File: src/core/rco_pkg.sv
package rco_pkg;
  localparam int CLK_PERIOD_NS = 100;
  localparam int MS_NS = 1000000;
  localparam int PRESCALE_C = 20;
  localparam int RAW_BYTES = 8;
  localparam int CAL_BYTES = 12;
  localparam int FRAME_W = CAL_BYTES * 8;
  // 256 phase steps span one 100 ns period; 128 is 50 ns
  localparam int INTERP_STEPS = 256;
  // Register byte addresses
  localparam logic [7:0] A_CMD = 8'h00;
  localparam logic [7:0] A_STATUS = 8'h04;
  localparam logic [7:0] A_OUTDATA = 8'h08;
  localparam logic [7:0] A_CONFIG = 8'h0C;
  localparam logic [7:0] A_GATE = 8'h10;
  localparam logic [7:0] A_ERR = 8'h14;
  localparam logic [7:0] A_CAL = 8'h18;
  localparam logic [7:0] A_EVENT = 8'h1C;
  localparam logic [7:0] A_TIME = 8'h20;
  localparam logic [7:0] A_TRIG = 8'h24;
  localparam logic [7:0] A_MATH = 8'h28;
  // Command opcodes
  localparam logic [7:0] OP_INIT = 8'h01;
  localparam logic [7:0] OP_HS_OFF = 8'h02;
  localparam logic [7:0] OP_HS_ON = 8'h03;
  localparam logic [7:0] OP_TC = 8'h04;
  localparam logic [7:0] OP_TE = 8'h05;
  localparam logic [7:0] OP_ID = 8'h06;
  localparam logic [7:0] OP_DCL = 8'h07;
  localparam logic [7:0] OP_SDC = 8'h08;
  localparam logic [7:0] OP_FUNC = 8'h09;
  localparam logic [7:0] OP_PARAM = 8'h0A;
  // Functions
  localparam logic [2:0] F_FREQ_A = 3'h0;
  localparam logic [2:0] F_PERIOD = 3'h1;
  localparam logic [2:0] F_TINT = 3'h2;
  localparam logic [2:0] F_RATIO = 3'h3;
  localparam logic [2:0] F_THIRD_CHANNEL_FREQUENCY = 3'h4;
  localparam logic [2:0] F_TOTAL = 3'h5;
  localparam logic [2:0] F_DVM = 3'h6;
  // Parameter enables
  localparam logic [7:0] P_AUTO_TRIG = 8'h01;
  localparam logic [7:0] P_AUTO_ATT = 8'h02;
  localparam logic [7:0] P_AVG = 8'h04;
  localparam logic [7:0] P_MATH = 8'h08;
  localparam logic [7:0] P_ARM = 8'h10;
  localparam logic [7:0] RST_PARAMS = P_AUTO_TRIG | P_AUTO_ATT;
  localparam logic [16:0] RST_GATE_MS = 17'h0012C;
  localparam logic [15:0] RST_NORM = 16'h0001;
  localparam logic [15:0] RST_OFFSET = 16'h0000;
  localparam logic [7:0] RST_TRIG = 8'h00;
  // Error numbers, major digit high nibble
  localparam logic [7:0] ERR_BAD_CMD = 8'h10;
  localparam logic [7:0] ERR_DISALLOW = 8'h20;
  localparam logic [7:0] ERR_HW = 8'h50;
  localparam logic [7:0] ERR_UPPER = 8'h50;
  localparam logic [7:0] FAIL_NUM = 8'h01;
  localparam logic [3:0] ASCII_HI = 4'h3;
  localparam logic [3:0] OVF_NIBBLE = 4'hF;
  localparam int ST_READY = 0;
  localparam int ST_ERR = 2;
  localparam int ST_FAIL = 3;
  localparam int ST_LOCAL = 4;

  typedef enum logic [3:0] {
    M_IDLE = 4'b0001, M_ARM = 4'b0010, M_GATE = 4'b0100, M_DONE = 4'b1000
  } rco_meas_t;

  function automatic logic hs_capable(input logic [2:0] f);
    return f <= F_THIRD_CHANNEL_FREQUENCY;
  endfunction

  function automatic logic [7:0] disallowed(input logic [2:0] f);
    case (f)
      F_RATIO: return P_AVG | P_MATH;
      F_THIRD_CHANNEL_FREQUENCY: return P_ARM;
      F_DVM: return P_AVG | P_ARM;
      default: return 8'h00;
    endcase
  endfunction

  function automatic logic [7:0] preset(input logic [2:0] f);
    case (f)
      F_RATIO: return P_AUTO_TRIG;
      F_DVM: return 8'h00;
      default: return RST_PARAMS;
    endcase
  endfunction
endpackage

File: src/core/rco_frame_if.sv
`timescale 1ns/100ps
interface rco_frame_if import rco_pkg::*; ();
  logic load;
  logic [FRAME_W-1:0] frame;
  logic [3:0] len;
  logic pop;
  logic busy;
  logic valid;
  logic last;
  logic [7:0] byte_q;
  modport src(output load, frame, len, pop, input busy, valid, last, byte_q);
  modport ser(input load, frame, len, pop, output busy, valid, last, byte_q);
endinterface

File: src/core/rco_bcd_cnt.sv
`timescale 1ns/100ps
module rco_bcd_cnt #(
  parameter int DIGITS = 6
) (
  // Clock and reset
  input wire logic clk,
  input wire logic rst_n,
  // Control
  input wire logic clr,
  input wire logic inc,
  // Count
  output logic [DIGITS*4-1:0] digits,
  output logic ovf
);
  logic [DIGITS*4-1:0] next_digits;
  logic carry;

  always_comb begin
    carry = inc;
    next_digits = digits;
    for (int i = 0; i < DIGITS; i++) begin
      if (carry) begin
        if (digits[i*4 +: 4] == 4'h9) begin
          next_digits[i*4 +: 4] = 4'h0;
        end else begin
          next_digits[i*4 +: 4] = digits[i*4 +: 4] + 4'h1;
          carry = 1'b0;
        end
      end
    end
  end

  always_ff @(posedge clk or negedge rst_n) begin
    if (!rst_n) begin
      digits <= '0;
      ovf <= 1'b0;
    end else if (clr) begin
      digits <= '0;
      ovf <= 1'b0;
    end else begin
      digits <= next_digits;
      if (carry) begin
        ovf <= 1'b1;
      end
    end
  end
endmodule // rco_bcd_cnt

File: src/core/rco_byte_ser.sv
`timescale 1ns/100ps
module rco_byte_ser import rco_pkg::*; (
  // Clock and reset
  input wire logic clk,
  input wire logic rst_n,
  // Frame hand-off
  rco_frame_if.ser f
);
  logic [FRAME_W-1:0] sh;
  logic [3:0] left;

  always_ff @(posedge clk or negedge rst_n) begin
    if (!rst_n) begin
      sh <= '0;
      left <= 4'h0;
    end else if (f.load && left == 4'h0) begin
      sh <= f.frame;
      left <= f.len;
    end else if (f.pop && left != 4'h0) begin
      sh <= {sh[FRAME_W-9:0], 8'h00};
      left <= left - 4'h1;
    end
  end

  assign f.busy = left != 4'h0;
  assign f.valid = left != 4'h0;
  assign f.byte_q = sh[FRAME_W-1 -: 8];
  assign f.last = left == 4'h1;
endmodule // rco_byte_ser

File: src/core/rco_counter.sv
// Local design decisions: the register addresses and register access over APB.
`timescale 1ns/100ps
module rco_counter import rco_pkg::*; #(
  parameter int CYC_PER_MS = MS_NS / CLK_PERIOD_NS,
  // Identity byte, value is arbitrary
  parameter logic [7:0] ID_CODE = 8'hA5
) (
  // APB
  input wire logic pclk,
  input wire logic presetn,
  input wire logic psel,
  input wire logic penable,
  input wire logic pwrite,
  input wire logic [7:0] paddr,
  input wire logic [31:0] pwdata,
  output logic [31:0] prdata,
  output logic pready,
  output logic pslverr,
  // Measurement inputs
  input wire logic chan_a,
  input wire logic chan_b,
  input wire logic chan_c,
  input wire logic [7:0] start_phase,
  input wire logic [7:0] stop_phase,
  // Front panel and health
  input wire logic reset_key,
  input wire logic hw_error,
  input wire logic self_fail
);
  localparam int CW = $clog2(CYC_PER_MS + 1);

  rco_frame_if f();
  rco_meas_t state;
  logic [5:0] sy1, sy2, sy3, rise;
  logic [15:0] ph1, ph2;
  logic a_rise, b_rise, c_rise, rk_rise, hwe_rise, fail_rise;
  logic [4:0] pre_cnt;
  logic c_div, ev_edge, tb_tick, gate, cnt_clr, gate_due;
  logic [CW-1:0] ms_cyc;
  logic [16:0] ms_done, gate_ms;
  logic [7:0] st_q, sp_q, params, trig_a, trig_b, err_code, err_new;
  logic [23:0] ev_dig, tm_dig;
  logic ev_ovf, tm_ovf, data_ready, hs_on, raw_mode, raw_go;
  logic [2:0] func;
  logic [15:0] norm, offset;
  logic err_state, err_flag, fail_flag, local_mode, err_ev;
  logic apb_done, wr_ok, rd_ok, cmd_wr, cmd_ok, cmd_clr, bad_op;
  logic [7:0] op, arg;
  logic [31:0] rd_val;
  logic [1:0] pend;
  logic [11:0] cal_mem [32];
  logic [FRAME_W-1:0] raw_frame, tc_frame;

  function automatic logic [23:0] ovf_pack(input logic [23:0] d,
                                          input logic o);
    return {o ? OVF_NIBBLE : d[23:20], d[19:0]};
  endfunction

  // Input synchronisers, third stage only for edges
  always_ff @(posedge pclk or negedge presetn) begin
    if (!presetn) begin
      sy1 <= 6'h00;
      sy2 <= 6'h00;
      sy3 <= 6'h00;
      ph1 <= 16'h0000;
      ph2 <= 16'h0000;
    end else begin
      sy1 <= {chan_a, chan_b, chan_c, reset_key, hw_error, self_fail};
      sy2 <= sy1;
      sy3 <= sy2;
      ph1 <= {start_phase, stop_phase};
      ph2 <= ph1;
    end
  end
  assign rise = sy2 & ~sy3;
  assign {a_rise, b_rise, c_rise, rk_rise, hwe_rise, fail_rise} = rise;

  always_ff @(posedge pclk or negedge presetn) begin
    if (!presetn) begin
      pre_cnt <= 5'h00;
      c_div <= 1'b0;
    end else begin
      c_div <= 1'b0;
      if (c_rise) begin
        if (pre_cnt == 5'(PRESCALE_C - 1)) begin
          pre_cnt <= 5'h00;
          c_div <= 1'b1;
        end else begin
          pre_cnt <= pre_cnt + 5'h01;
        end
      end
    end
  end

  always_comb begin
    case (func)
      F_RATIO: begin
        ev_edge = b_rise;
        tb_tick = a_rise;
      end
      F_THIRD_CHANNEL_FREQUENCY: begin
        ev_edge = c_div;
        tb_tick = 1'b1;
      end
      default: begin
        ev_edge = a_rise;
        tb_tick = 1'b1;
      end
    endcase
  end

  // Gate time in milliseconds
  always_ff @(posedge pclk or negedge presetn) begin
    if (!presetn) begin
      ms_cyc <= '0;
      ms_done <= 17'h00000;
    end else if (state != M_GATE) begin
      ms_cyc <= '0;
      ms_done <= 17'h00000;
    end else if (ms_cyc == CW'(CYC_PER_MS - 1)) begin
      ms_cyc <= '0;
      ms_done <= ms_done + 17'h00001;
    end else begin
      ms_cyc <= ms_cyc + CW'(1);
    end
  end
  assign gate_due = ms_done >= gate_ms;

  // gate opens and closes on input edges
  always_ff @(posedge pclk or negedge presetn) begin
    if (!presetn) begin
      state <= M_IDLE;
      gate <= 1'b0;
      cnt_clr <= 1'b0;
      st_q <= 8'h00;
      sp_q <= 8'h00;
    end else begin
      cnt_clr <= 1'b0;
      if (err_state) begin
        state <= M_IDLE;
        gate <= 1'b0;
      end else begin
        case (state)
          M_IDLE: begin
            cnt_clr <= 1'b1;
            state <= M_ARM;
          end
          M_ARM: if (ev_edge) begin
            gate <= 1'b1;
            st_q <= ph2[15:8];
            state <= M_GATE;
          end
          M_GATE: if (gate_due && ev_edge) begin
            gate <= 1'b0;
            sp_q <= ph2[7:0];
            state <= M_DONE;
          end
          M_DONE: if (!raw_mode || raw_go) begin
            state <= M_IDLE;
          end
          default: state <= M_IDLE;
        endcase
      end
    end
  end

  rco_bcd_cnt #(.DIGITS(6)) u_ev (
    .clk(pclk),
    .rst_n(presetn),
    .clr(cnt_clr),
    .inc(gate && ev_edge),
    .digits(ev_dig),
    .ovf(ev_ovf)
  );

  rco_bcd_cnt #(.DIGITS(6)) u_tm (
    .clk(pclk),
    .rst_n(presetn),
    .clr(cnt_clr),
    .inc(gate && tb_tick),
    .digits(tm_dig),
    .ovf(tm_ovf)
  );

  rco_byte_ser u_ser (
    .clk(pclk),
    .rst_n(presetn),
    .f(f)
  );

  // raw output only for capable functions
  assign raw_mode = hs_on && hs_capable(func);

  assign raw_frame = {ovf_pack(ev_dig, ev_ovf), ovf_pack(tm_dig, tm_ovf),
                      func == F_RATIO ? 16'h0000 : {st_q, sp_q}, 32'h0};

  always_comb begin
    tc_frame = '0;
    for (int i = 0; i < 4; i++) begin
      for (int d = 0; d < 3; d++) begin
        tc_frame[FRAME_W-1-(i*3+d)*8 -: 8] = {ASCII_HI,
          cal_mem[{func, 2'(i)}][(2-d)*4 +: 4]};
      end
    end
  end

  // raw counts leave once serializer is free
  assign raw_go = state == M_DONE && raw_mode && !f.busy && !f.load &&
                  pend == 2'h0 && !cmd_ok;

  // Frame loader; pending replies go ahead of raw data
  always_ff @(posedge pclk or negedge presetn) begin
    if (!presetn) begin
      f.load <= 1'b0;
      f.frame <= '0;
      f.len <= 4'h0;
      pend <= 2'h0;
    end else begin
      f.load <= 1'b0;
      if (cmd_ok && op == OP_TC) begin
        pend <= 2'h1;
      end else if (cmd_ok && op == OP_TE) begin
        pend <= 2'h2;
      end else if (cmd_ok && op == OP_ID) begin
        pend <= 2'h3;
      end else if (!f.busy && !f.load && pend != 2'h0) begin
        f.load <= 1'b1;
        pend <= 2'h0;
        f.len <= pend == 2'h1 ? 4'(CAL_BYTES) : 4'h1;
        case (pend)
          2'h1: f.frame <= tc_frame;
          2'h2: f.frame <= {err_code, 88'h0};
          default: f.frame <= {ID_CODE, 88'h0};
        endcase
      end else if (raw_go) begin
        f.load <= 1'b1;
        f.len <= 4'(RAW_BYTES);
        f.frame <= raw_frame;
      end
    end
  end

  // APB decode and read mux
  assign apb_done = psel && penable && pready;
  assign wr_ok = apb_done && pwrite && rd_ok;
  assign op = pwdata[7:0];
  assign arg = pwdata[15:8];
  assign cmd_wr = wr_ok && paddr == A_CMD;
  assign cmd_ok = cmd_wr && (!err_state || op == OP_INIT || op == OP_TE ||
                  op == OP_ID || op == OP_DCL || op == OP_SDC);
  assign cmd_clr = cmd_ok && (op == OP_INIT || op == OP_DCL ||
                   op == OP_SDC);
  assign bad_op = op == 8'h00 || op > OP_PARAM;
  // Pop only a byte that the read itself reported valid
  assign f.pop = apb_done && !pwrite && paddr == A_OUTDATA && prdata[9];

  always_comb begin
    rd_ok = 1'b1;
    case (paddr)
      A_CMD, A_CAL: rd_val = 32'h0;
      A_STATUS: rd_val = 32'({local_mode, fail_flag, err_flag, 1'h0,
                              data_ready});
      A_OUTDATA: rd_val = {22'h0, f.valid, f.last, f.byte_q};
      A_CONFIG: rd_val = {14'h0, raw_mode, hs_on, params, 5'h0, func};
      A_GATE: rd_val = {15'h0, gate_ms};
      A_ERR: rd_val = {23'h0, err_state, err_code};
      A_EVENT: rd_val = {8'h0, ovf_pack(ev_dig, ev_ovf)};
      A_TIME: rd_val = {8'h0, ovf_pack(tm_dig, tm_ovf)};
      A_TRIG: rd_val = {16'h0, trig_b, trig_a};
      A_MATH: rd_val = {norm, offset};
      default: begin
        rd_val = 32'h0;
        rd_ok = 1'b0;
      end
    endcase
  end

  always_ff @(posedge pclk or negedge presetn) begin
    if (!presetn) begin
      pready <= 1'b0;
      prdata <= 32'h0;
      pslverr <= 1'b0;
    end else if (psel && penable && !pready) begin
      pready <= 1'b1;
      prdata <= pwrite ? 32'h0 : rd_val;
      pslverr <= !rd_ok;
    end else begin
      pready <= 1'b0;
      pslverr <= 1'b0;
    end
  end

  always_ff @(posedge pclk) begin
    if (wr_ok && paddr == A_CAL) begin
      cal_mem[pwdata[16:12]] <= pwdata[11:0];
    end
  end

  // Result ready: set wins over read clear
  always_ff @(posedge pclk or negedge presetn) begin
    if (!presetn) begin
      data_ready <= 1'b0;
    end else if (state == M_GATE && gate_due && ev_edge && !err_state) begin
      data_ready <= 1'b1;
    end else if (apb_done && !pwrite && paddr == A_EVENT) begin
      data_ready <= 1'b0;
    end
  end

  // Configuration
  always_ff @(posedge pclk or negedge presetn) begin
    if (!presetn) begin
      func <= F_FREQ_A;
      params <= RST_PARAMS;
      hs_on <= 1'b0;
      gate_ms <= RST_GATE_MS;
      trig_a <= RST_TRIG;
      trig_b <= RST_TRIG;
      norm <= RST_NORM;
      offset <= RST_OFFSET;
    end else if (cmd_ok) begin
      case (op)
        OP_INIT: begin
          func <= F_FREQ_A;
          params <= RST_PARAMS;
          hs_on <= 1'b0;
          gate_ms <= RST_GATE_MS;
          trig_a <= RST_TRIG;
          trig_b <= RST_TRIG;
          norm <= RST_NORM;
          offset <= RST_OFFSET;
        end
        OP_HS_ON: hs_on <= 1'b1;
        OP_HS_OFF: hs_on <= 1'b0;
        OP_FUNC: begin
          func <= arg[2:0];
          params <= preset(arg[2:0]);
        end
        OP_PARAM: if ((arg & disallowed(func)) == 8'h00) begin
          params <= params | arg;
        end
        default: ;
      endcase
    end else if (wr_ok) begin
      case (paddr)
        A_GATE: gate_ms <= pwdata[16:0];
        A_TRIG: {trig_b, trig_a} <= pwdata[15:0];
        A_MATH: {norm, offset} <= pwdata;
        default: ;
      endcase
    end
  end

  always_comb begin
    err_ev = 1'b1;
    if (hwe_rise) begin
      err_new = ERR_HW;
    end else if (cmd_ok && op == OP_PARAM &&
                 (arg & disallowed(func)) != 8'h00) begin
      err_new = ERR_DISALLOW;
    end else begin
      err_new = ERR_BAD_CMD;
      err_ev = cmd_ok && bad_op;
    end
  end

  always_ff @(posedge pclk or negedge presetn) begin
    if (!presetn) begin
      err_state <= 1'b0;
      err_code <= 8'h00;
      err_flag <= 1'b0;
      fail_flag <= 1'b0;
      local_mode <= 1'b1;
    end else if (rk_rise) begin
      err_state <= 1'b0;
      err_code <= 8'h00;
      err_flag <= 1'b0;
      fail_flag <= 1'b0;
      local_mode <= 1'b1;
    end else begin
      if (cmd_wr) begin
        local_mode <= 1'b0;
      end
      if (cmd_ok && op == OP_TE) begin
        err_flag <= 1'b0;
      end
      if (cmd_clr && err_state && err_code < ERR_UPPER && !fail_flag) begin
        err_state <= 1'b0;
        err_flag <= 1'b0;
      end
      if (err_ev && (!local_mode || cmd_wr)) begin
        err_state <= 1'b1;
        err_code <= err_new;
        err_flag <= 1'b1;
      end
      if (fail_rise) begin
        err_state <= 1'b1;
        err_code <= FAIL_NUM;
        fail_flag <= 1'b1;
      end
    end
  end
endmodule // rco_counter

File: config.mk
export PLATFORM = sky130hd
export DESIGN_NAME = rco_counter
export DESIGN_NICKNAME = d
export VERILOG_FILES = /design/src/core/rco_pkg.sv /design/src/core/rco_frame_if.sv /design/src/core/rco_bcd_cnt.sv /design/src/core/rco_byte_ser.sv /design/src/core/rco_counter.sv
export SDC_FILE = /design/constraint.sdc
export NUM_CORES = 1
export LEC_CHECK = 0
export BUFFER_PORTS_ARGS = -buffer_cell sky130_fd_sc_hd__buf_2
export CAP_MARGIN = 20
export CORE_ASPECT_RATIO = 1.2
export CORE_MARGIN = 3
export CORE_UTILIZATION = 60
export DETAILED_ROUTE_END_ITERATION = 8
export PLACE_DENSITY_LB_ADDON = 0.2
export REMOVE_ABC_BUFFERS = 1
export SLEW_MARGIN = 20
export SYNTH_ARGS = -nofsm -noshare
export SYNTH_HDL_FRONTEND = slang
export SYNTH_HIERARCHICAL = 1
export SYNTH_SLANG_ARGS = --single-unit
File: constraint.sdc
create_clock -name pclk -period 4.5 [get_ports pclk]
set_input_delay 0.225 -clock pclk [delete_from_list [all_inputs] [get_ports pclk]]
set_output_delay 0.225 -clock pclk [all_outputs]
set_load 0.02 [all_outputs]
# Word-level counts from Yosys, hierarchy flattened
# Memory sizes are Yosys's and may differ from the RTL's.
# Index checks and enable logic that the tools add are counted.
# classes
add_sub_neg	16
order_cmp	4
eq_ne	52
n_mux	152
bitwise_logic	9
reduce_logical	112
# ops
cell	count
$mux W96	4
$pmux W32 S9	1
$pmux W96 S2	1
$mux W16	9
$mux W4	35
$mux W8	14
$mux W17	6
$mux W1	62
$reduce_bool A2 Y1	27
$eq A4 B4 Y1 const B	13
$add A4 B1 Y4 const B	12
$mux W24	2
$eq A8 B3 Y1 const B	5
$eq A8 B4 Y1 const B	5
$logic_and A1 B1 Y1	39
$eq A8 B5 Y1 const B	4
$mux W32	1
$mux W14	2
$eq A8 B6 Y1 const B	3
$logic_not A8 Y1	3
$pmux W8 S3	1
$reduce_and A3 Y1	8
$add A17 B1 Y17 const B	1
$ge A17 B17 Y1	1
46 further kinds	86
# totals
reg_bits	486
ramBits	384
in_bits	67
word_cells	397
memories	1
# memory_table
name	depth	width	rd	rd_clocked_by_memory_dff	write_ports	line_no	text
cal_mem	32	12	4	0	1	rco_counter.sv:51	logic [11:0] cal_mem [32];

# Longest topological paths before layout
# Gate-level depths: netlist (run 1).
# depth
depth_word	15
ltp_mapped	13
mapped_depth_nobuf	8

# Hierarchy
# Netlist (run 1), hierarchy kept.
# modules_own_cells
mod	n_inst	cells_each	area_per_inst_um2
rco_counter	1	1888	28636.2
rco_byte_ser	1	363	5231.3
rco_bcd_cnt	2	156	1461.4

# Least setup slack after synthesis (run 1)
# OpenSTA, ideal clock, no wires.
# synth_path
path_type	reg-to-reg
start	register u_ser.left[0]
end	register f.frame[42]
setup_ns	0.125
t_arrival_ns	2.732
t_required_ns	4.375
slack_ns	1.643
path_stages_with_launch	14
synth_period_minus_slack_ns	2.857
path_cell_list	dfrtp_1 inv_1 ha_1 or3b_1 clkbuf_1 clkbuf_1 or3_1 clkbuf_1 and2_1 clkbuf_1 clkbuf_1 nand2_1 o21ai_0 mux2_2
# synth_between
elab_chain_len	8
word_cells_on_any_way	11
cone_classes	mux: 1; reduce/logical: 10
# synth_lines
element	line_no	text
start: declaration	rco_byte_ser.sv:10	logic [3:0] left;
start signal: assignment	rco_byte_ser.sv:18	left <= f.len;
start signal: assignment	rco_byte_ser.sv:21	left <= left - 4'h1;
$reduce_bool A4 Y1 (*)	rco_byte_ser.sv:25	assign f.busy = left != 4'h0;
via f.busy	rco_frame_if.sv:7	logic busy;
$logic_not A1 Y1 (*)	rco_counter.sv:208, rco_counter.sv:226	
$logic_and A1 B1 Y1 (3 in series)	rco_counter.sv:208	assign raw_go = state == M_DONE && raw_mode && !f.busy && !f.load &&
$logic_and A1 B1 Y1	rco_counter.sv:209	pend == 2'h0 && !cmd_ok;
$reduce_bool A2 Y1 (no source line)	n/a	
$reduce_and A4 Y1 (no source line)	n/a	
end signal: assignment	rco_counter.sv:231	2'h1: f.frame <= tc_frame;
end signal: assignment	rco_counter.sv:232	2'h2: f.frame <= {err_code, 88'h0};
end signal: assignment	rco_counter.sv:233	default: f.frame <= {ID_CODE, 88'h0};
end: declaration	rco_frame_if.sv:4	logic [FRAME_W-1:0] frame;
# Mark *: on every way through the listed nets, which the timed path passes. The rest lies on a longest branch.
# A chain may end at the register's enable or synchronous reset.

# Worst setup path in the final report (run 1)
# layout_path
start	register func[0]
end	register u_ev.digits[20]
# layout_between
elab_chain_len	9
word_cells_on_any_way	10
cone_classes	eq/ne: 2; mux: 6; reduce/logical: 2
# layout_lines
element	line_no	text
start: declaration	rco_counter.sv:44	logic [2:0] func;
start signal: assignment	rco_counter.sv:336	func <= arg[2:0];
$eq A3 B3 Y1 or $eq A3 B2 Y1 (tied branches)	rco_counter.sv:96	case (func)
$pmux W1 S2 (*)	rco_counter.sv:96	
$logic_and A1 B1 Y1 (*)	rco_counter.sv:171	.inc(gate && ev_edge),
$mux W1 (*) (5 in series)	rco_bcd_cnt.sv:22	if (carry) begin
$reduce_bool A2 Y1 (no source line) (*)	n/a	
end signal: assignment	rco_bcd_cnt.sv:41	digits <= next_digits;
end: declaration	rco_bcd_cnt.sv:12	output logic [DIGITS*4-1:0] digits,
# Every way passes the cells marked *; elsewhere a longest branch is shown, timed or not.

==> reports/summary.md, run 1 <==
* **Util after Layout** 69.0%
* **DIE WIDTH** 232 µm
* **number of cells traversed by the worst hold path** 3
* **worst setup timing slack at the placement stage** 1.12 ns
* **Worst R2R Path Depth** 8
* **overall fraction of global-route tracks in use** 29.1%
* **per-instance average area after synthesis** 14.4 µm²
* **largest net degree at the start of global routing** 139
* **initial standard-cell utilization of the core** 61.2%
* **layout cell share with drive strength beyond 1** 22.7%
* **worst-margin pin slew** 1.13 ns
* **Die Outline Area** 64300 µm²
* **Async S/R FF share, synth** 54.8%
* **final instance area** 41500 µm²
* **count of distinct cell types in the synthesized netlist** 85
* **number of antenna violations at the first check in global routing** 4
* **detailed router's first-iteration violation count** 2314
* **highest net fanout along the worst path** 27
* **setup repair after global routing missed its margin** false
* **amount of wire on met3 after detailed routing** 5130 µm
* **EDFF count, synth** 384
* **clock-pin slew on the worst setup and hold paths** 0.06 ns
* **cell area after synthesis** 36800 µm²
* **root cell of the clock tree** clkbuf_16
* **clock latency reported for the late side of the worst-skew pair** 0.63 ns
* **CTS sink count** 850
* **sum of routed wire segments on met1** 36000 µm
* **maximum ir drop on the vdd rail** 0.341 mV
* **count of standard-cell rows** 98
* **Post-Synthesis Cells** 2563
* **worst flop-to-flop path startpoint** func[0]
* **count of instances resized after the clock tree is built** 0
* **DR vias** 22.8k
* **weighted congestion at the end of routability-driven global placement** 0.915
* **leading cell type by number of instances after synthesis** dfrtp_1
* **total power draw** 15900 µW
* **library cell occupying the most area in the post-synthesis netlist** edfxtp_1
* **period utilisation layout** 77.0%
* **worst path setup slack after routing** 1.04 ns
* **WL met2** 46400 µm
* **power per cell area** 383 nW/µm²
* **start point of the worst hold path** pwdata[3]
* **hold-critical path endpoint** gate_ms[3]
* **startpoint kind of the worst setup timing path** flip-flop
* **total grt overflow** 0
* **routed wirelength normalized by instance count** 25.7 µm
* **Die Ht** 277 µm
* **max-cap violations** 0
* **area fraction in compound gates after synthesis** 8.03%
* **synthesized-area fraction occupied by and/or/nand/nor cells** 8.17%
* **placed cell count** 3388
* **outcome** finished clean
* **part of the Yosys area used for sequential elements** 63.1%
* **XOR/XNOR Fraction of Synth Area** 0.762%
* **class of the tightest hold or removal check** input pin to flip-flop
* **maximum operating frequency** 0.289 GHz
* **signed area change from the synthesized netlist to the final layout** 12.7%
* **endpoint of the worst register-to-register path** u_ev/digits[20]
* **count of pins on the block boundary** 101
* **multiplexer share of the synthesized area** 15.3%
* **arrival time worst endpoint** 4.00 ns
* **Synth top area share** 31.3%
* **top post-synthesis cells by count** dfrtp_1 (457), edfxtp_1 (384), nand2_1 (142), nor2_1 (142), mux2_2 (120)
* **total leakage power** 0.0169 µW
* **placeable core area** 60100 µm²
* **CTS hold repair buffers** 41
* **number of remaining DRC errors** 0
* **vias in the first global route** 23.6k
* **final hold violations** 0
* **final instance count without filler cells** 3582
* **level count of the clock H-tree** 3
* **start-to-end type of the worst setup path** flip-flop to flip-flop
* **fraction of the mapped netlist area in adder cells** 1.69%
* **crit path capture type** flip-flop
* **Max-slew headroom** 24.4%
* **number of synthesized register bits** 850
* **Final Routed Wirelength** 92000 µm
* **FF-to-FF setup slack** 1.04 ns
* **count of port buffers added during placement** 100
* **deepest clock path buffer count** 3
* **Fill cells** 4139
* **most area-consuming cells after synthesis** edfxtp_1 (31%), dfrtp_1 (31%), mux4_2 (5.9%)
* **final critical path time including I/O delays and setup** 3.46 ns
* **TritonCTS clock tree** built
* **final-report max-slew violation count** 0
* **cell area after placement** 38300 µm²
* **Detail Route Antenna Nets** 0
* **1st-pass router iterations** 6
* **worst clock skew** 0.0234 ns
* **total CTS buffers** 80
* **setup violation total in the final timing report** 0
* **dominant synthesized flop cell** dfrtp_1
* **required time at the endpoint of the critical path** 5.04 ns
* **top layer in use** met4
* **global-route wire length before repair** 142000 µm
* **setup bufs post-CTS** 0
* **final HPWL from detailed placement** 60200 µm
* **number of vias per cell** 6.35
* **Synthesis Warnings** 6
* **number of nets in the finished design** 2827
* **combinational family with the most area after synthesis** multiplexers
==> cells by family (layout without fill, tap and decap cells) <==
family,count (synthesis),after routing
other,1,14
flip-flops,850,850
adder cells (fa/ha/maj),50,50
multiplexers,389,389
AND/OR/NAND/NOR,582,582
buffers and inverters,239,445
XOR/XNOR,32,32
AO/OA/AOI/OAI,420,420
==> worst max-delay path, cell delays in order, from the launching register on <==
cell and delay, ns:
dfrtp_4 0.66, nor2b_1 0.25, nor2_1 0.07, a221o_1 0.42, nor2_1 0.40, and4b_1 0.45, nand4_2 0.31, or4_1 0.59
a21oi_1 0.20
==> layout make-up <==
class / instances / area (µm²) / area share [%]
diodes: 5 / 12.5 / 0.0302
clock buffers: 120 / 2350 / 5.68
clock inverters: 28 / 425 / 1.03
inverters: 76 / 285 / 0.688
multi-input cells: 1482 / 12600 / 30.3
flip-flops and latches: 850 / 23200 / 56.0
well taps: 800 / 1000 / 2.41
repair buffers: 221 / 1580 / 3.82
==> power by group <==
part | total [µW] | switching, µW | internal [µW]
Sequential | 8310 | 99.1 | 8210
Combinational | 524 | 362 | 162
Clock | 7070 | 2900 | 4160
==> how the worst max path moves through the flow <==
stage	start	endpoint	cells after the start
detailed placement	func[0]	u_ev/digits[21]	8
floorplan	func[0]	f.frame[10]	5
CTS	func[0]	u_ev/digits[20]	8
global route	func[0]	u_ev/digits[20]	8
global placement	func[0]	u_ev/digits[21]	8
finish	func[0]	u_ev/digits[20]	8
==> flip-flops by register name (all words and copies together), names as in the netlist, 5 cells and up <==
signal and cells:
u_ev/digits 24, norm 16, sp_q 8, sy3 6, u_tm/digits 24, ph2 16
ms_cyc 14, pre_cnt 5, ms_done 17, f.frame 81, sy1 6, ph1 16
params 8, sy2 6, u_ser/sh 96, prdata 32, trig_a 8, gate_ms 17
offset 16, cal_mem 384, st_q 8, trig_b 8
==> stage by stage <==
step / setup TNS, ns / hold slack [ns]
3_5_place_dp: 0 / 0.313
3_3_place_gp: 0 / 0.304
6_report: 0 / 0.0507
5_1_grt: 0 / 0.0311
2_1_floorplan: -407.41 / -0.0706
4_1_cts: 0 / 0.00717
==> placed cells by master (no fill, tap or decap), types with 16 or more instances in the layout <==
| cell | netlist | routed |
|---|---|---|
| nor3_1 | 30 | 30 |
| mux2_1 | 26 | 26 |
| or3_1 | 25 | 25 |
| mux2_4 | 69 | 69 |
| clkbuf_16 | 0 | 82 |
| nand2_1 | 142 | 142 |
| edfxtp_1 | 384 | 384 |
| dlygate4sd3_1 | 0 | 41 |
| inv_1 | 75 | 75 |
| a21oi_1 | 94 | 94 |
| dfrtp_1 | 457 | 454 |
| a22o_1 | 95 | 95 |
| mux2i_1 | 78 | 78 |
| nor2b_1 | 37 | 37 |
| nand3_1 | 59 | 59 |
| ha_1 | 49 | 49 |
| buf_4 | 18 | 75 |
| buf_2 | 47 | 99 |
| a221o_1 | 21 | 21 |
| and3_1 | 34 | 34 |
| o21ai_0 | 88 | 88 |
| mux4_2 | 96 | 96 |
| nor2_1 | 142 | 141 |
| mux2_2 | 120 | 120 |
| xnor2_1 | 17 | 17 |
| clkbuf_8 | 0 | 16 |
| clkbuf_1 | 78 | 22 |
==> routing by layer <==
metal | up-vias | GRT usage (%)
met1 | 11814 | 38.0
met3 | 212 | 4.20
met5 | - | 0
li1 | 9925 | -
met4 | 0 | 13.4
met2 | 801 | 48.5
Note: power is estimated with default switching activity, not from simulation.
==> inputs of run 2 (changes only) <==
clock period = 3.6 ns   (was 4.5 ns; I/O delays follow)
==> run 2 against run 1 <==
Compared with the run above:
- highest routed layer is now met5
- worst hold slack lost 0.024 ns
- first-iteration DRC count up 7.5%
- count of clock-buffer cells in the layout shrank 5
- non-clock buffer count increased by 29
- cell count rose by 0.81%
- die area stayed put
- sequential power increased by 25%
- combinational power increased by 29%
- wire length increased by 1.8%
- critical endpoint is now u_tm/digits[21]
==> reports/summary.md, run 2 (synthesized netlist as in run 1, its figures left out) <==
* **crit path capture type** flip-flop
* **final hold violations** 0
* **count of standard-cell rows** 98
* **maximum ir drop on the vdd rail** 0.536 mV
* **outcome** finished clean
* **cell count along the critical path** 7
* **weighted congestion at the end of routability-driven global placement** 0.962
* **overall fraction of global-route tracks in use** 29.5%
* **period utilisation layout** 92.9%
* **1st-pass router iterations** 8
* **DIE WIDTH** 232 µm
* **Max-slew headroom** 27.9%
* **placeable core area** 60100 µm²
* **number of antenna violations at the first check in global routing** 3
* **final instance count without filler cells** 3611
* **most common cell after layout, fill and taps aside** dfrtp_1
* **CTS hold repair buffers** 43
* **final HPWL from detailed placement** 61500 µm
* **startpoint kind of the worst setup timing path** flip-flop
* **maximum operating frequency** 0.299 GHz
* **Worst R2R Path Depth** 7
* **global-route wire length before repair** 144000 µm
* **clock latency reported for the late side of the worst-skew pair** 0.64 ns
* **Die Outline Area** 64300 µm²
* **max reg flops** 384
* **Logic pwr share** 3.3%
* **WP buf/inv** 0
* **CP max stage delay** 0.65 ns
* **Critical-path top delay cell** nor2_1
* **detailed router's first-iteration violation count** 2487
* **number of vias per cell** 6.39
* **number of cells traversed by the worst hold path** 1
* **register share of total power** 51.3%
* **Clk network pwr share** 45.3%
* **setup bufs post-CTS** 0
* **class of the tightest hold or removal check** input pin to flip-flop
* **Int Pwr** 15900 µW
* **aggregate negative setup slack** 0 ns
* **DR vias** 23.1k
* **worst-margin pin slew** 1.07 ns
* **worst clock skew** 0.0246 ns
* **power per cell area** 483 nW/µm²
* **number of nets in the finished design** 2859
* **switching component of the power** 4330 µW
* **Net Sw Frac** 21.4%
* **setup violation total in the final timing report** 0
* **total grt overflow** 0
* **initial standard-cell utilization of the core** 61.2%
* **critical path's top delay family** simple AND/OR/NAND/NOR gates
* **critical path's most frequent cell** nor2_1
* **count of pins on the block boundary** 101
* **final-report max-slew violation count** 0
* **root cell of the clock tree** clkbuf_16
* **required time at the endpoint of the critical path** 4.14 ns
* **signed area change from the synthesized netlist to the final layout** 13.9%
* **Die Ht** 277 µm
* **FF-to-FF setup slack** 0.26 ns
* **TritonCTS clock tree** built
* **cell chain of the critical path** nand3b_1 -> nor2_1 -> nor2_1 -> and4b_1 -> nand4_2 -> or4_1 -> a21oi_1
* **final instance area** 41900 µm²
* **total leakage power** 0.0171 µW
* **Detail Route Antenna Nets** 0
* **Fill cells** 4033
* **max-cap violations** 0
* **total CTS buffers** 83
* **Final Routed Wirelength** 93600 µm
* **level count of the clock H-tree** 3
* **CTS sink count** 850
* **number of remaining DRC errors** 0
* **routed wirelength normalized by instance count** 25.9 µm
* **count of port buffers added during placement** 100
* **setup repair after global routing missed its margin** false
* **start-to-end type of the worst setup path** flip-flop to flip-flop
* **final critical path time including I/O delays and setup** 3.34 ns
* **most frequent cells in the layout** dfrtp_1 (453), edfxtp_1 (384), nor2_1 (142), nand2_1 (142), mux2_2 (120)
* **clock-pin slew on the worst setup and hold paths** 0.07 ns
* **layout cell share with drive strength beyond 1** 23.9%
* **arrival time worst endpoint** 3.89 ns
* **deepest clock path buffer count** 3
* **highest net fanout along the worst path** 19
* **largest net degree at the start of global routing** 101
* **placed cell count** 3415
* **count of instances resized after the clock tree is built** 0
* **worst-case hold slack** 0.0264 ns
* **cell area after placement** 38500 µm²
* **vias in the first global route** 23.8k
-- run 2: changes by cell type in the layout (fill, tap and decap cells not counted), sizes merged --
cell         previous run  this run
bufinv                  9         8
dlygate4sd3            41        43
inv                    78        79
buf                   180       207
clkinvlp                2         5
clkinv                 15        21
clkbuf                120       115
diode                   5         1
-- run 2: per-layer routing --
metal  part of all wire, %  global-route usage (%)  routed length (µm)  up-vias
met5                 0.026                       0                  24        -
met4                   5.0                    13.9                4640        4
met3                   6.3                    4.43                5930      250
met2                    50                    49.6               47100      963
met1                    38                    38.1               35900    11862
li1                      -                       -                   -     9983
-- run 2: power by group through the flow --
stage	logic [µW]	clock network (µW)	registers, µW
6_report	675	9190	10400
5_1_grt	737	9720	10400
4_1_cts	673	9310	10400
3_5_place_dp	633	0	10600
3_3_place_gp	610	0	10600
2_1_floorplan	201	0	10600
-- run 2: worst register-to-register path, cell delays in order (launching register included) --
cell and delay (ns):
dfrtp_4 0.60, nand3b_1 0.32, nor2_1 0.11, nor2_1 0.65
and4b_1 0.51, nand4_2 0.32, or4_1 0.59, a21oi_1 0.16
-- run 2: path summary, 6_finish.rpt --
path / from / end
max in group asynchronous: presetn / ms_cyc[5]
min in group asynchronous: presetn / prdata[24]
max reg2reg: func[0] / u_tm/digits[21]
min: pwdata[0] / cal_mem[31][0]
min reg2reg: ph1[6] / ph2[6]
max: func[0] / u_tm/digits[21]
-- run 2: cell type report --
cell class / count / area [µm²] / area share, %
timing repair buffer: 250 / 1910 / 4.55
sequential: 850 / 23200 / 55.4
antenna: 1 / 2.50 / 0.00597
multi-input combinational: 1482 / 12600 / 30.0
clock buffer: 115 / 2490 / 5.94
inverter: 76 / 285 / 0.681
clock inverter: 37 / 449 / 1.07
tap: 800 / 1000 / 2.39
-- run 2: stage by stage --
step | util [%] | setup slack [ns] | total power [µW]
after CTS | 69.7 | 0.311 | 20400
after floorplan | - | -4.36 | 10800
after global routing | 69.7 | 0.0766 | 20900
after global placement | 64.1 | 0.409 | 11200
final | 69.7 | 0.256 | 20300
after detailed placement | 64.1 | 0.341 | 11200
==> inputs of run 3 (changes only) <==
CTS_CLUSTER_SIZE = 12   (was default)
MAX_ROUTING_LAYER = met4   (was default)
SYNTH_HIERARCHICAL = default   (was 1)
==> run 3 against run 2 <==
Compared with the run above:
- maximum frequency is 15% higher
- synthesized cell count is 5.6% higher
- total power is 5.2% lower
- largest power group unchanged
- combinational power is 7.6% higher
- first-iteration DRC count is 1.5% lower
- sequential share of layout area is 0.95 points higher
- wire length is 1.5% higher
- sequential cell count is 12 lower
- critical path depth is 1 higher
- worst hold slack better by 0.010 ns
- largest cell class unchanged
- synthesized area is 2.8% lower
==> reports/summary.md, run 3 <==
* **start-to-end type of the worst setup path** flip-flop to flip-flop
* **library cell occupying the most area in the post-synthesis netlist** edfxtp_1
* **Util after Layout** 69.4%
* **number of vias per cell** 6.23
* **Synth top area share** 32.3%
* **leading cell type by number of instances after synthesis** dfrtp_1
* **worst clock skew** 0.0379 ns
* **outcome** finished clean
* **required time at the endpoint of the critical path** 4.12 ns
* **register share of total power** 53.3%
* **root cell of the clock tree** clkbuf_16
* **total grt overflow** 0
* **power per cell area** 472 nW/µm²
* **routed wirelength normalized by instance count** 25.3 µm
* **largest net degree at the start of global routing** 99
* **switching component of the power** 4210 µW
* **DR vias** 23.4k
* **Async S/R FF share, synth** 54.2%
* **number of nets in the finished design** 3019
* **Final Routed Wirelength** 95000 µm
* **final-report max-slew violation count** 0
* **maximum operating frequency** 0.345 GHz
* **count of pins on the block boundary** 101
* **setup repair after global routing missed its margin** false
* **final hold violations** 0
* **cell area after placement** 37600 µm²
* **part of the Yosys area used for sequential elements** 64.1%
* **total CTS buffers** 84
* **Net Sw Frac** 21.9%
* **final instance area** 40700 µm²
* **Synthesis Warnings** 0
* **period utilisation layout** 80.4%
* **Post-Synthesis Cells** 2707
* **Detail Route Antenna Nets** 0
* **dominant synthesized flop cell** dfrtp_1
* **top post-synthesis cells by count** dfrtp_1 (445), edfxtp_1 (384), nand2_1 (335)
* **weighted congestion at the end of routability-driven global placement** 0.950
* **global-route wire length before repair** 145000 µm
* **placeable core area** 58600 µm²
* **count of standard-cell rows** 97
* **count of distinct cell types in the synthesized netlist** 85
* **worst-margin pin slew** 1.12 ns
* **Fill cells** 4071
* **most common cell after layout, fill and taps aside** dfrtp_1
* **deepest clock path buffer count** 3
* **max reg flops** 384
* **clock latency reported for the late side of the worst-skew pair** 0.65 ns
* **per-instance average area after synthesis** 13.2 µm²
* **final critical path time including I/O delays and setup** 2.90 ns
* **number of antenna violations at the first check in global routing** 1
* **worst-case hold slack** 0.0366 ns
* **final HPWL from detailed placement** 63400 µm
* **TritonCTS clock tree** built
* **maximum ir drop on the vdd rail** 0.398 mV
* **Logic pwr share** 3.8%
* **setup violation total in the final timing report** 0
* **crit path capture type** flip-flop
* **Max-slew headroom** 24.9%
* **vias in the first global route** 23.6k
* **Clk network pwr share** 42.9%
* **total power draw** 19200 µW
* **clock-pin slew on the worst setup and hold paths** 0.06 ns
* **cell area after synthesis** 35700 µm²
* **Die Outline Area** 62600 µm²
* **startpoint kind of the worst setup timing path** flip-flop
* **level count of the clock H-tree** 3
* **most frequent cells in the layout** dfrtp_1 (443), edfxtp_1 (384), nand2_1 (334)
* **layout cell share with drive strength beyond 1** 19.4%
* **1st-pass router iterations** 7
* **detailed router's first-iteration violation count** 2450
* **number of synthesized register bits** 838
* **highest net fanout along the worst path** 16
* **signed area change from the synthesized netlist to the final layout** 13.7%
* **count of instances resized after the clock tree is built** 0
* **most area-consuming cells after synthesis** edfxtp_1 (32%), dfrtp_1 (31%), mux4_2 (6.0%)
* **initial standard-cell utilization of the core** 61.0%
* **arrival time worst endpoint** 3.42 ns
* **Int Pwr** 15000 µW
* **Die Ht** 273 µm
* **class of the tightest hold or removal check** input pin to flip-flop
* **total leakage power** 0.0166 µW
* **EDFF count, synth** 384
* **overall fraction of global-route tracks in use** 31.6%
* **DIE WIDTH** 229 µm
* **CTS sink count** 838
* **number of remaining DRC errors** 0
* **max-cap violations** 0
* **count of port buffers added during placement** 100
-- run 3: layout make-up --
cell class	count	area, µm²	area share [%]
multi-input combinational	1635	11900	29.3
inverter	87	328	0.806
sequential	838	22900	56.3
clock buffer	133	2390	5.87
tap	792	991	2.44
clock inverter	11	146	0.360
timing repair buffer	258	1980	4.87
antenna	2	5.00	0.0123
-- run 3: metrics by stage --
stage	std cells	TNS (ns)	setup slack (ns)
2_1_floorplan	2560	-368.64	-2.50
3_3_place_gp	3562	0	0.572
3_5_place_dp	3562	0	0.556
4_1_cts	3754	0	0.748
5_1_grt	3755	0	0.589
6_report	3756	0	0.704
-- run 3: power groups by stage --
stage / Sequential, µW / Clock, µW / Combinational (µW)
after floorplan: 10400 / 0 / 226
after global placement: 10400 / 0 / 652
after detailed placement: 10400 / 0 / 685
after CTS: 10200 / 8350 / 731
after global routing: 10300 / 8720 / 794
final: 10200 / 8230 / 726
-- run 3: path summary, 6_finish.rpt --
| kind | start | end | slack (ns) | cells past startpoint |
|---|---|---|---|---|
| hold / removal | paddr[1] | pslverr | 0.04 | 3 |
| max in group asynchronous | presetn | ph2[6] | 2.29 | 3 |
| setup reg to reg | u_ser.left[0] | f.frame[68] | 0.70 | 8 |
| setup / recovery | u_ser.left[0] | f.frame[68] | 0.70 | 8 |
| hold reg to reg | sy1[3] | sy2[3] | 0.35 | 0 |
| min in group asynchronous | presetn | prdata[25] | 0.16 | 2 |
-- run 3: logic make-up after synthesis --
family	count (synthesis)	synth area share, %
buffers and inverters	234	2.69
and+or+nand+nor	814	10.5
adders and majority gates	48	1.68
muxes	299	12.4
DFF	838	64.1
AOI/OAI and AO/OA	440	7.85
xor gates and xnor gates	34	0.833
-- run 3: timing repair --
action	4_1_cts	5_1_grt
hold buffers	48	0
hold endpoints to repair	136	0
setup buffers	0	0
-- run 3: worst max-delay path: stages (launching register included) --
cell and delay, ns:
dfrtp_1 0.41, inv_1 0.10, ha_1 0.17, or3b_1 0.46
or3_1 0.62, buf_4 0.32, nor2_1 0.32, nor2_1 0.09
mux2_2 0.27
-- run 3: routing by layer --
metal / vias to the layer above / wire length (µm) / track usage [%]
met4: 0 / 4890 / 14.9
met5: - / 0 / -
met3: 206 / 5410 / 3.71
met1: 12024 / 36900 / 39.6
met2: 886 / 47800 / 52.3
li1: 10287 / - / -
